<file path="src/logic/ait_pkg.sv">
/*
 * Constants, states and the state record of the arithmetic execution block.
 * Assumes a single system clock; time figures are given in system clock cycles.
 */
package ait_pkg;

    // ------------------------------------------------------------------
    // Opcode fields
    // ------------------------------------------------------------------
    localparam logic [3:0] OPC_ADD        = 4'h2;
    localparam logic [3:0] OPC_ADD_WITH_CARRY       = 4'h3;
    localparam logic [3:0] OPC_SUBTRACT_WITH_BORROW       = 4'h9;
    localparam logic [3:0] MODE_IMM       = 4'h4;
    localparam logic [3:0] MODE_DIRECT    = 4'h5;
    localparam logic [2:0] MODE_INDIRECT  = 3'h3;  // Low nibble 6 or 7
    localparam logic [7:0] ACC_SFR_ADDR   = 8'hE0;
    localparam logic [7:0] BIT_RAM_BASE   = 8'h20;

    // ------------------------------------------------------------------
    // Instruction lengths and cycle counts
    // ------------------------------------------------------------------
    localparam logic [1:0] LEN_REG        = 2'h1;
    localparam logic [1:0] LEN_DIRECT     = 2'h2;
    localparam logic [1:0] LEN_INDIRECT   = 2'h1;
    localparam logic [1:0] LEN_IMM        = 2'h2;
    localparam logic [2:0] CYC_REG        = 3'h2;
    localparam logic [2:0] CYC_DIRECT     = 3'h3;
    localparam logic [2:0] CYC_INDIRECT   = 3'h3;
    localparam logic [2:0] CYC_IMM        = 3'h2;

    // ------------------------------------------------------------------
    // Branch target kinds
    // ------------------------------------------------------------------
    localparam logic [1:0] TGT_REL        = 2'h0;
    localparam logic [1:0] TGT_PAGE       = 2'h1;
    localparam logic [1:0] TGT_LONG       = 2'h2;

    // ------------------------------------------------------------------
    // Reset values
    // ------------------------------------------------------------------
    localparam logic [7:0]  ACC_RST       = 8'h00;
    localparam logic [15:0] TGT_RST       = 16'h0000;

    typedef enum logic [1:0] {
        ST_IDLE = 2'b00,
        ST_PTR  = 2'b01,
        ST_WAIT = 2'b10,
        ST_EXEC = 2'b11
    } ait_state_t;

    typedef struct packed {
        ait_state_t  st;
        logic [1:0]  op;        // 0 add, 1 add_with_carry, 2 subtract_with_borrow
        logic        imm;
        logic        acc_sel;   // Direct operand is the accumulator itself
        logic [7:0]  opnd;
        logic [1:0]  len;
        logic [2:0]  cyc;
        logic [7:0]  mem_addr;
        logic        mem_sfr;
        logic        mem_rd;
        logic [7:0]  acc;
        logic        cy;
        logic        ac;
        logic        ov;
        logic        busy;
        logic        done;
        logic [1:0]  len_out;
        logic [2:0]  cyc_out;
        logic [15:0] tgt;
        logic        tgt_vld;
        logic [7:0]  bit_byte;
        logic [2:0]  bit_idx;
        logic        bit_sfr;
        logic        bit_vld;
        logic [15:0] imm16;
    } ait_state_rec_t;

endpackage

</file>
<file path="src/logic/ait_exec.sv">
/*
 * Arithmetic execution unit: add, add_with_carry and subtract_with_borrow
 * with register, direct, indirect and immediate operands, plus operand
 * decoding for branch targets, bit operands and sixteen-bit immediates.
 * Assumes a data memory with combinational read data, valid in the
 * same cycle that the registered mem_addr is presented.
 */
`timescale 1ns/1ps
`default_nettype none
module ait_exec (
    // Clock and reset
    input  wire logic        clk_sys,
    input  wire logic        arst_n,
    input  wire logic        clk_en,
    // Instruction issue
    input  wire logic        instr_valid,
    input  wire logic [7:0]  instr_opcode,
    input  wire logic [7:0]  instr_byte1,
    input  wire logic [7:0]  instr_byte2,
    input  wire logic [1:0]  bank_sel,
    // Accumulator and carry load from other instructions
    input  wire logic        acc_load,
    input  wire logic [7:0]  acc_load_data,
    input  wire logic        cy_load,
    input  wire logic        cy_load_data,
    // Data memory read
    input  wire logic [7:0]  mem_rd_data,
    output logic             mem_rd,
    output logic [7:0]       mem_addr,
    output logic             mem_sfr,
    // Arithmetic results
    output logic             busy,
    output logic             done,
    output logic [1:0]       instr_len,
    output logic [2:0]       instr_cycles,
    output logic [7:0]       acc,
    output logic             flag_cy,
    output logic             flag_ac,
    output logic             flag_ov,
    // Branch target and immediate decode
    input  wire logic        tgt_req,
    input  wire logic [1:0]  tgt_kind,
    input  wire logic [15:0] next_pc,
    output logic             tgt_valid,
    output logic [15:0]      tgt_addr,
    output logic [15:0]      imm16_operand,
    // Bit operand decode
    input  wire logic        bit_req,
    input  wire logic [7:0]  bit_operand,
    output logic             bit_valid,
    output logic [7:0]       bit_byte_addr,
    output logic [2:0]       bit_index,
    output logic             bit_sfr
);

    ait_pkg::ait_state_rec_t s_q;
    ait_pkg::ait_state_rec_t s_d;

    logic [8:0] res9;
    logic [4:0] res5;
    logic [7:0] rhs;
    logic       cin;

    // ------------------------------------------------------------------
    // Next state
    // ------------------------------------------------------------------
    always_comb begin
        s_d = s_q;
        s_d.done = 1'b0;
        s_d.tgt_vld = 1'b0;
        s_d.bit_vld = 1'b0;
        s_d.mem_rd = 1'b0;
        rhs = s_q.opnd;
        // Direct address E0 is the accumulator, which the memory port cannot return
        if (s_q.st == ait_pkg::ST_EXEC && !s_q.imm) begin
            rhs = s_q.acc_sel ? s_q.acc : mem_rd_data;
        end
        cin = (s_q.op == 2'h0) ? 1'b0 : s_q.cy;
        // Subtraction works on the borrow sense of the nine-bit result
        if (s_q.op == 2'h2) begin
            res9 = {1'b0, s_q.acc} - {1'b0, rhs} - {8'h00, cin};
            res5 = {1'b0, s_q.acc[3:0]} - {1'b0, rhs[3:0]} - {4'h0, cin};
        end else begin
            res9 = {1'b0, s_q.acc} + {1'b0, rhs} + {8'h00, cin};
            res5 = {1'b0, s_q.acc[3:0]} + {1'b0, rhs[3:0]} + {4'h0, cin};
        end

        unique case (s_q.st)
            ait_pkg::ST_IDLE: begin
                if (instr_valid && (instr_opcode[7:4] == ait_pkg::OPC_ADD
                        || instr_opcode[7:4] == ait_pkg::OPC_ADD_WITH_CARRY
                        || instr_opcode[7:4] == ait_pkg::OPC_SUBTRACT_WITH_BORROW)) begin
                    s_d.busy = 1'b1;
                    s_d.op = (instr_opcode[7:4] == ait_pkg::OPC_ADD) ? 2'h0 :
                             (instr_opcode[7:4] == ait_pkg::OPC_ADD_WITH_CARRY) ? 2'h1 : 2'h2;
                    s_d.imm = 1'b0;
                    s_d.acc_sel = 1'b0;
                    s_d.mem_sfr = 1'b0;
                    if (instr_opcode[3]) begin
                        s_d.mem_addr = {3'h0, bank_sel, instr_opcode[2:0]};
                        s_d.mem_rd = 1'b1;
                        s_d.len = ait_pkg::LEN_REG;
                        s_d.cyc = ait_pkg::CYC_REG;
                        s_d.st = ait_pkg::ST_EXEC;
                    end else if (instr_opcode[3:1] == ait_pkg::MODE_INDIRECT) begin
                        s_d.mem_addr = {3'h0, bank_sel, 2'h0, instr_opcode[0]};
                        s_d.mem_rd = 1'b1;
                        s_d.len = ait_pkg::LEN_INDIRECT;
                        s_d.cyc = ait_pkg::CYC_INDIRECT;
                        s_d.st = ait_pkg::ST_PTR;
                    end else if (instr_opcode[3:0] == ait_pkg::MODE_DIRECT) begin
                        s_d.mem_addr = instr_byte1;
                        s_d.mem_sfr = instr_byte1[7];
                        s_d.mem_rd = 1'b1;
                        s_d.acc_sel = (instr_byte1 == ait_pkg::ACC_SFR_ADDR);
                        s_d.len = ait_pkg::LEN_DIRECT;
                        s_d.cyc = ait_pkg::CYC_DIRECT;
                        s_d.st = ait_pkg::ST_WAIT;
                    end else if (instr_opcode[3:0] == ait_pkg::MODE_IMM) begin
                        s_d.opnd = instr_byte1;
                        s_d.imm = 1'b1;
                        s_d.len = ait_pkg::LEN_IMM;
                        s_d.cyc = ait_pkg::CYC_IMM;
                        s_d.st = ait_pkg::ST_EXEC;
                    end else begin
                        s_d.busy = 1'b0;
                    end
                end
            end
            ait_pkg::ST_PTR: begin
                // Pointer byte is back; it addresses internal RAM, never the SFRs
                s_d.mem_addr = mem_rd_data;
                s_d.mem_sfr = 1'b0;
                s_d.mem_rd = 1'b1;
                s_d.st = ait_pkg::ST_EXEC;
            end
            ait_pkg::ST_WAIT: begin
                // Extra cycle gives the SFR space its access time
                s_d.st = ait_pkg::ST_EXEC;
            end
            ait_pkg::ST_EXEC: begin
                s_d.acc = res9[7:0];
                s_d.cy = res9[8];
                s_d.ac = res5[4];
                // Overflow is read from the signs alone, so no carry into bit seven is kept
                if (s_q.op == 2'h2) begin
                    s_d.ov = (s_q.acc[7] ^ rhs[7]) & (s_q.acc[7] ^ res9[7]);
                end else begin
                    s_d.ov = (s_q.acc[7] ~^ rhs[7]) & (s_q.acc[7] ^ res9[7]);
                end
                s_d.done = 1'b1;
                s_d.busy = 1'b0;
                s_d.len_out = s_q.len;
                s_d.cyc_out = s_q.cyc;
                s_d.st = ait_pkg::ST_IDLE;
            end
        endcase

        // External loads only land while no arithmetic is in flight
        if (s_q.st == ait_pkg::ST_IDLE) begin
            if (acc_load) begin
                s_d.acc = acc_load_data;
            end
            if (cy_load) begin
                s_d.cy = cy_load_data;
            end
        end

        if (tgt_req) begin
            s_d.tgt_vld = 1'b1;
            s_d.imm16 = {instr_byte1, instr_byte2};
            unique case (tgt_kind)
                ait_pkg::TGT_PAGE:
                    s_d.tgt = {next_pc[15:11], instr_opcode[7:5], instr_byte1};
                ait_pkg::TGT_LONG:
                    s_d.tgt = {instr_byte1, instr_byte2};
                default:
                    s_d.tgt = next_pc + {{8{instr_byte1[7]}}, instr_byte1};
            endcase
        end

        if (bit_req) begin
            s_d.bit_vld = 1'b1;
            s_d.bit_idx = bit_operand[2:0];
            s_d.bit_sfr = bit_operand[7];
            s_d.bit_byte = bit_operand[7] ? {bit_operand[7:3], 3'h0}
                                          : ait_pkg::BIT_RAM_BASE + {4'h0, bit_operand[6:3]};
        end
    end

    // ------------------------------------------------------------------
    // State register
    // ------------------------------------------------------------------
    always_ff @(posedge clk_sys or negedge arst_n) begin
        if (!arst_n) begin
            s_q <= '0;
            s_q.st <= ait_pkg::ST_IDLE;
            s_q.acc <= ait_pkg::ACC_RST;
            s_q.tgt <= ait_pkg::TGT_RST;
        end else if (clk_en) begin
            s_q <= s_d;
        end
    end

    assign mem_rd        = s_q.mem_rd;
    assign mem_addr      = s_q.mem_addr;
    assign mem_sfr       = s_q.mem_sfr;
    assign busy          = s_q.busy;
    assign done          = s_q.done;
    assign instr_len     = s_q.len_out;
    assign instr_cycles  = s_q.cyc_out;
    assign acc           = s_q.acc;
    assign flag_cy       = s_q.cy;
    assign flag_ac       = s_q.ac;
    assign flag_ov       = s_q.ov;
    assign tgt_valid     = s_q.tgt_vld;
    assign tgt_addr      = s_q.tgt;
    assign imm16_operand = s_q.imm16;
    assign bit_valid     = s_q.bit_vld;
    assign bit_byte_addr = s_q.bit_byte;
    assign bit_index     = s_q.bit_idx;
    assign bit_sfr       = s_q.bit_sfr;

endmodule
`default_nettype wire

</file>
<file path="config.mk">
export PLATFORM = sky130hd
export DESIGN_NAME = ait_exec
export DESIGN_NICKNAME = d
export VERILOG_FILES = /design/src/logic/ait_pkg.sv /design/src/logic/ait_exec.sv
export SDC_FILE = /design/constraint.sdc
export NUM_CORES = 1
export LEC_CHECK = 0
export CORE_MARGIN = 4
export CORE_UTILIZATION = 60
export CTS_BUF_LIST = sky130_fd_sc_hd__clkbuf_4 sky130_fd_sc_hd__clkbuf_8 sky130_fd_sc_hd__clkbuf_16
export DETAILED_ROUTE_END_ITERATION = 10
export DONT_BUFFER_PORTS = 1
export PLACE_DENSITY = 0.76
export SYNTH_ARGS = -nofsm -noshare
export SYNTH_HDL_FRONTEND = slang
export SYNTH_SLANG_ARGS = --single-unit
</file>
<file path="constraint.sdc">
create_clock -name clk_sys -period 10.4 [get_ports clk_sys]
set_input_delay 1.04 -clock clk_sys [delete_from_list [all_inputs] [get_ports clk_sys]]
set_output_delay 1.04 -clock clk_sys [all_outputs]
set_load 0.02 [all_outputs]
</file>
Word-level counts from Yosys, hierarchy flattened

Index checks and enable logic that the tools add are counted.

Register bits: 93
Bits of input ports: 77
Output and inout port bits: 74
Word-level logic and storage cells: 124

$add $sub $neg: 10
Eq/ne operators: 16
Mux-type cells: 44
Bitwise operators: 8
Reductions and logical operators: 21

Operators with widths:

| cell                                                 | count |
|---|---|
| 2-to-1 mux 8 bit                                     | 5 |
| 2-to-1 mux 13 bit                                    | 3 |
| case mux 16 bit (2 select lines)                     | 1 |
| 2-to-1 mux 10 bit                                    | 3 |
| 2-to-1 mux 29 bit                                    | 1 |
| case mux 10 bit (2 select lines)                     | 1 |
| 2-to-1 mux 9 bit                                     | 2 |
| adder 16 bit                                         | 1 |
| 2-to-1 mux 1 bit                                     | 16 |
| 2-to-1 mux 2 bit                                     | 6 |
| AND reduction 3 bit                                  | 4 |
| 2-to-1 mux 11 bit                                    | 1 |
| 2-to-1 mux 5 bit                                     | 2 |
| adder 8 x 8 -> 9 bit                                 | 1 |
| adder 9 x 1 -> 9 bit                                 | 1 |
| subtractor 8 x 8 -> 9 bit                            | 1 |
| subtractor 9 x 1 -> 9 bit                            | 1 |
| equality test 2 bit (second input constant)          | 4 |
| equality test 4 x 2 -> 1 bit (second input constant) | 2 |
| equality test 4 x 3 -> 1 bit (second input constant) | 2 |
| equality test 8 bit (second input constant)          | 1 |
| AND reduction 4 bit                                  | 2 |
| adder 6 x 4 -> 7 bit (first input constant)          | 1 |
| AND reduction 7 bit                                  | 1 |
| other kinds (25)                                     | 36 |

Longest topological paths before layout

Depth in word-level cells: 12
Mapped depth: 15
Gate-level depth less buffers: 13

Worst setup path after synthesis

OpenSTA, ideal clock, no wires.

Path type: register -> register
Start: register s_q[91] in the netlist's numbering
End: register, netlist name acc[7]
Library setup time: 0.104 ns
Arrival time: 3.299 ns
Required time: 10.296 ns
Slack: 6.997 ns
Cell stages (with the launch flop): 15
Path buffers: 2
Period minus slack after synthesis: 3.403 ns
Path through: dfrtp_1 ha_1 clkbuf_1 nand2b_1 clkbuf_1 o21ai_0 fa_1 inv_1 ha_1 o21ai_0 nand3b_1 a221o_1 a21oi_2 xor2_1 a221oi_1

Word-level cells in the longest chain between the ends: 9
Elaborated cells on any way between the ends: 12
Classes of those cells: 4 x add/sub; 1 x eq/ne; 5 x mux; 2 x reduce/logical

Ends and longest elaborated chain:

| item                                                              | RTL line                       | text |
|---|---|---|
| start: declaration                                                | ait_exec.sv:56                 | `ait_pkg::ait_state_rec_t s_q;` |
| equality test 2 bit                                               | ait_exec.sv:75, ait_exec.sv:88 |  |
| logical AND 1 bit                                                 | ait_exec.sv:75                 | `if (s_q.st == ait_pkg::ST_EXEC && !s_q.imm) begin` |
| 2-to-1 mux 8 bit                                                  | ait_exec.sv:75                 |  |
| adder 8 x 8 -> 9 bit or subtractor 8 x 8 -> 9 bit (tied branches) | ait_exec.sv:84, ait_exec.sv:81 |  |
| adder 9 x 1 -> 9 bit or subtractor 9 x 1 -> 9 bit (tied branches) | ait_exec.sv:84, ait_exec.sv:81 |  |
| 2-to-1 mux 9 bit                                                  | ait_exec.sv:80                 | `if (s_q.op == 2'h2) begin` |
| 2-to-1 mux 11 bit                                                 | ait_exec.sv:88                 | `unique case (s_q.st)` |
| 2-to-1 mux 8 bit                                                  | ait_exec.sv:161                | `if (acc_load) begin` |
| 2-to-1 mux 9 bit *                                                | ait_exec.sv:160                | `if (s_q.st == ait_pkg::ST_IDLE) begin` |

Every way passes the cells marked *; elsewhere a longest branch is shown, timed or not.
A chain may end at the register's enable or synchronous reset.

Final worst setup path

Start: register s_q[91] in the netlist's numbering
End: register, netlist name acc[7]

Word-level cells in the longest chain between the ends: 9
Elaborated cells on any way between the ends: 12
Classes of those cells: 4 x add/sub; 1 x eq/ne; 5 x mux; 2 x reduce/logical

Ends and longest elaborated chain:

| item                                                              | RTL line |
|---|---|
| equality test 2 bit                                               | ait_exec.sv:75, ait_exec.sv:88 |
| logical AND 1 bit                                                 | ait_exec.sv:75 |
| 2-to-1 mux 8 bit                                                  | ait_exec.sv:75 |
| adder 8 x 8 -> 9 bit or subtractor 8 x 8 -> 9 bit (tied branches) | ait_exec.sv:84, ait_exec.sv:81 |
| adder 9 x 1 -> 9 bit or subtractor 9 x 1 -> 9 bit (tied branches) | ait_exec.sv:84, ait_exec.sv:81 |
| 2-to-1 mux 9 bit                                                  | ait_exec.sv:80 |
| 2-to-1 mux 11 bit                                                 | ait_exec.sv:88 |
| 2-to-1 mux 8 bit                                                  | ait_exec.sv:161 |
| 2-to-1 mux 9 bit *                                                | ait_exec.sv:160 |

Marked as above.

==> results.yml <==
clock_network:
  cts_buffer_depth: 2
  clock-root-buffer: "clkbuf_8"
  cts_tree: "done"
  post_cts_resized: 0
  path_clk_slew_ns: 0.10
  postCtsSetupBuffers: 0
  insertion_delay_ns: 0.37
  cts_sinks: 90
  cts_buffers: 9
  postCtsHoldBufs: 0
  cts-htree-levels: 3
sta:
  finalClockSkew_ns: 0.0108
  worst_pin_slew_ns: 1.04
  finalHoldViolCount: 0
  max_slew_margin: 0.303
  max_freq_mhz: 272
  tns_ns: 0
  fin_crit_ns: 3.68
  rsz0062_at_grt: "no"
  period_share: 0.354
  setup_violations: 0
  slew_viol_final: 0
final_layout:
  syn_to_final_growth_pct: -3.24
  multi_input_area_um2: 3420
  diodes: 0
  final_area_um2: 6190
  layout_common_cells: "90 x dfrtp_1, 64 x o21ai_0, 56 x nand2_1, 41 x mux2_2, 41 x ha_1"
  drive_gt1_frac: 0.116
  regArea_um2: 2250
  layout.nets: 728
  fillers: 909
  layout_commonest_cell: "dfrtp_1"
power_and_ir_drop:
  totalPowerFinal_mw: 1.29
  p_per_area_nw_per_um2: 209
  seqPwrFrac: 0.463
  clkPwrFrac: 0.195
  power.switching_mw: 0.549
  irDropWorstVdd_v: 0.000105
  intPower_mw: 0.745
  switching_share: 0.425
  leakagePower_nw: 2.77
  combinationalPowerShare: 0.342
floorplan:
  dieArea_um2: 12400
  row_count: 37
  start_util: 0.617
  dieHeight_um: 111
  core-area_um2: 10400
  pin_count: 151
  die_width_um: 111
outcome:
  outcome: "complete, no violations"
detailed_routing:
  vias: 4680
  routedWlPerCell_um: 21.0
  drt_wl_total_um: 15700
  route.detailed.drc: 0
  viasPerCell: 6.27
  dr.pass1.iters: 5
  first_iter_violations: 313
  drtAntennaViolNets: 0
place:
  portBuffers: 0
  place_area_um2: 5990
  gp_congestion: 0.924
  dp_hpwl_um: 12100
yosys:
  yosys.area.top_type_share: 0.352
  synthArstFlopShare: 1.00
  synth_top_area_cell: "dfrtp_1"
  seq_area_frac_synth: 0.352
  synth-edff-count: 0
  synth_area_um2: 6400
  postSynthCellCount: 685
  synth_area_leaders: "dfrtp_1 35%, ha_1 8.0%, buf_4 7.5%, mux2_2 7.2%, o21ai_0 5.0%"
  ys_ff_latch: 90
  synth-main-ff-cell: "dfrtp_1"
  yosysUniqueCellTypes: 59
  syn_avg_cell_area_um2: 9.34
  synth_nets: 808
  yosys_warnings: 0
global_route:
  grt_pass1_vias: 4724
  antenna_found_initial: 0
  overflow: 0
  grt_usage: 0.252
  grt_max_degree: 91
  grt_first_pass_wirelength_um: 25200
critical_path:
  cp-end-kind: "flop"
  arrival_ns: 3.95
  cp.required_ns: 10.67
  path_max_fanout: 16
  critPathKind: "reg -> reg"
  start_kind: "flop"
min_path:
  hp-class: "in -> async"
flow_run:
  maxCapViolations: 0
==> stage by stage <==
| step | std cells | hold WS [ns] | util | setup slack (ns) |
|---|---|---|---|---|
| 2_1_floorplan | 685 | 0.438 | - | 7.00 |
| 3_3_place_gp | 730 | 0.454 | 0.578 | 6.85 |
| 3_5_place_dp | 730 | 0.459 | 0.578 | 6.73 |
| 4_1_cts | 746 | 0.339 | 0.597 | 6.72 |
| 5_1_grt | 746 | 0.324 | 0.597 | 6.36 |
| 6_report | 746 | 0.348 | 0.597 | 6.72 |
==> per-layer routing <==
| layer | global-route usage | vias to the layer above | part of all wire |
|---|---|---|---|
| met5 | 0 | - | 0 |
| met2 | 0.421 | 198 | 0.49 |
| met4 | 0.0616 | 0 | 0.018 |
| met3 | 0.0862 | 26 | 0.092 |
| li1 | - | 2195 | - |
| met1 | 0.313 | 2261 | 0.40 |
==> final cells by class <==
type	count	area share
well taps	136	0.0275
inverters	37	0.0224
flip-flops and latches	90	0.364
clock inverters	6	0.0115
clock buffers	10	0.0212
repair buffers	1	0.00121
multi-input cells	466	0.553
==> state kept, by name (all words and copies together) (netlist names) <==
name,count
s_q,18
imm16_operand,16
tgt_addr,16
acc,8
bit_byte_addr,8
mem_addr,8
bit_index,3
instr_cycles,2
instr_len,2
bit_valid,1
busy,1
done,1
flag_ac,1
flag_cy,1
flag_ov,1
mem_rd,1
mem_sfr,1
tgt_valid,1
==> power groups by stage <==
stage | Clock, mW | Combinational [mW] | Sequential (mW)
floorplan | 0 | 0.531 | 0.494
global placement | 0 | 0.422 | 0.606
detailed placement | 0 | 0.437 | 0.609
CTS | 0.257 | 0.441 | 0.602
global route | 0.275 | 0.497 | 0.610
finish | 0.252 | 0.442 | 0.600
==> worst max-delay path, stage by stage, from the launching register on <==
cell	delay [ns]
dfrtp_1	0.41
ha_1	0.35
nand2b_1	0.34
o21ai_0	0.49
fa_1	0.53
ha_1	0.20
o21ai_0	0.15
nand3b_1	0.17
a221o_1	0.36
a21oi_2	0.21
xor2_1	0.10
a221oi_1	0.28
==> synthesized netlist by cell type (4+ instances only) <==
| cell | number |
|---|---|
| a22oi_1 | 15 |
| nor2b_1 | 7 |
| o211ai_1 | 5 |
| inv_1 | 37 |
| buf_4 | 64 |
| ha_1 | 41 |
| o21ai_0 | 64 |
| nand2_1 | 56 |
| xor2_1 | 9 |
| o21a_1 | 5 |
| xnor2_1 | 19 |
| nor2_1 | 33 |
| a32o_1 | 4 |
| clkbuf_1 | 24 |
| a22o_1 | 12 |
| a221oi_1 | 7 |
| nand2b_1 | 13 |
| mux2i_1 | 12 |
| fa_1 | 5 |
| a21o_1 | 10 |
| dfrtp_1 | 90 |
| a21oi_1 | 39 |
| and3_1 | 5 |
| o22ai_1 | 7 |
| mux2_2 | 41 |
| a211oi_1 | 5 |
| o21bai_1 | 5 |
| nand3_1 | 9 |
==> kinds of logic after synthesis <==
logic type	share of synthesized area
simple gates	0.108
other cells	0.000586
buf+inv	0.114
mux	0.0909
compound gates	0.201
flops	0.352
fa+ha+maj	0.0958
xor+xnor	0.0383
==> worst paths after layout <==
| path | startpoint | to | slack (ns) | cells past startpoint |
|---|---|---|---|---|
| worst max register to register | s_q[91] | acc[7] | 6.72 | 11 |
| worst max-delay path | s_q[91] | acc[7] | 6.72 | 11 |
| worst min register to register | s_q[75] | s_q[75] | 0.49 | 1 |
| max in group asynchronous | arst_n | tgt_addr[9] | 9.88 | 0 |
| min in group clk_sys | s_q[75] | s_q[75] | 0.49 | 1 |
| worst min-delay path | arst_n | acc[3] | 0.35 | 0 |
Power figures use the tool's default switching activity.
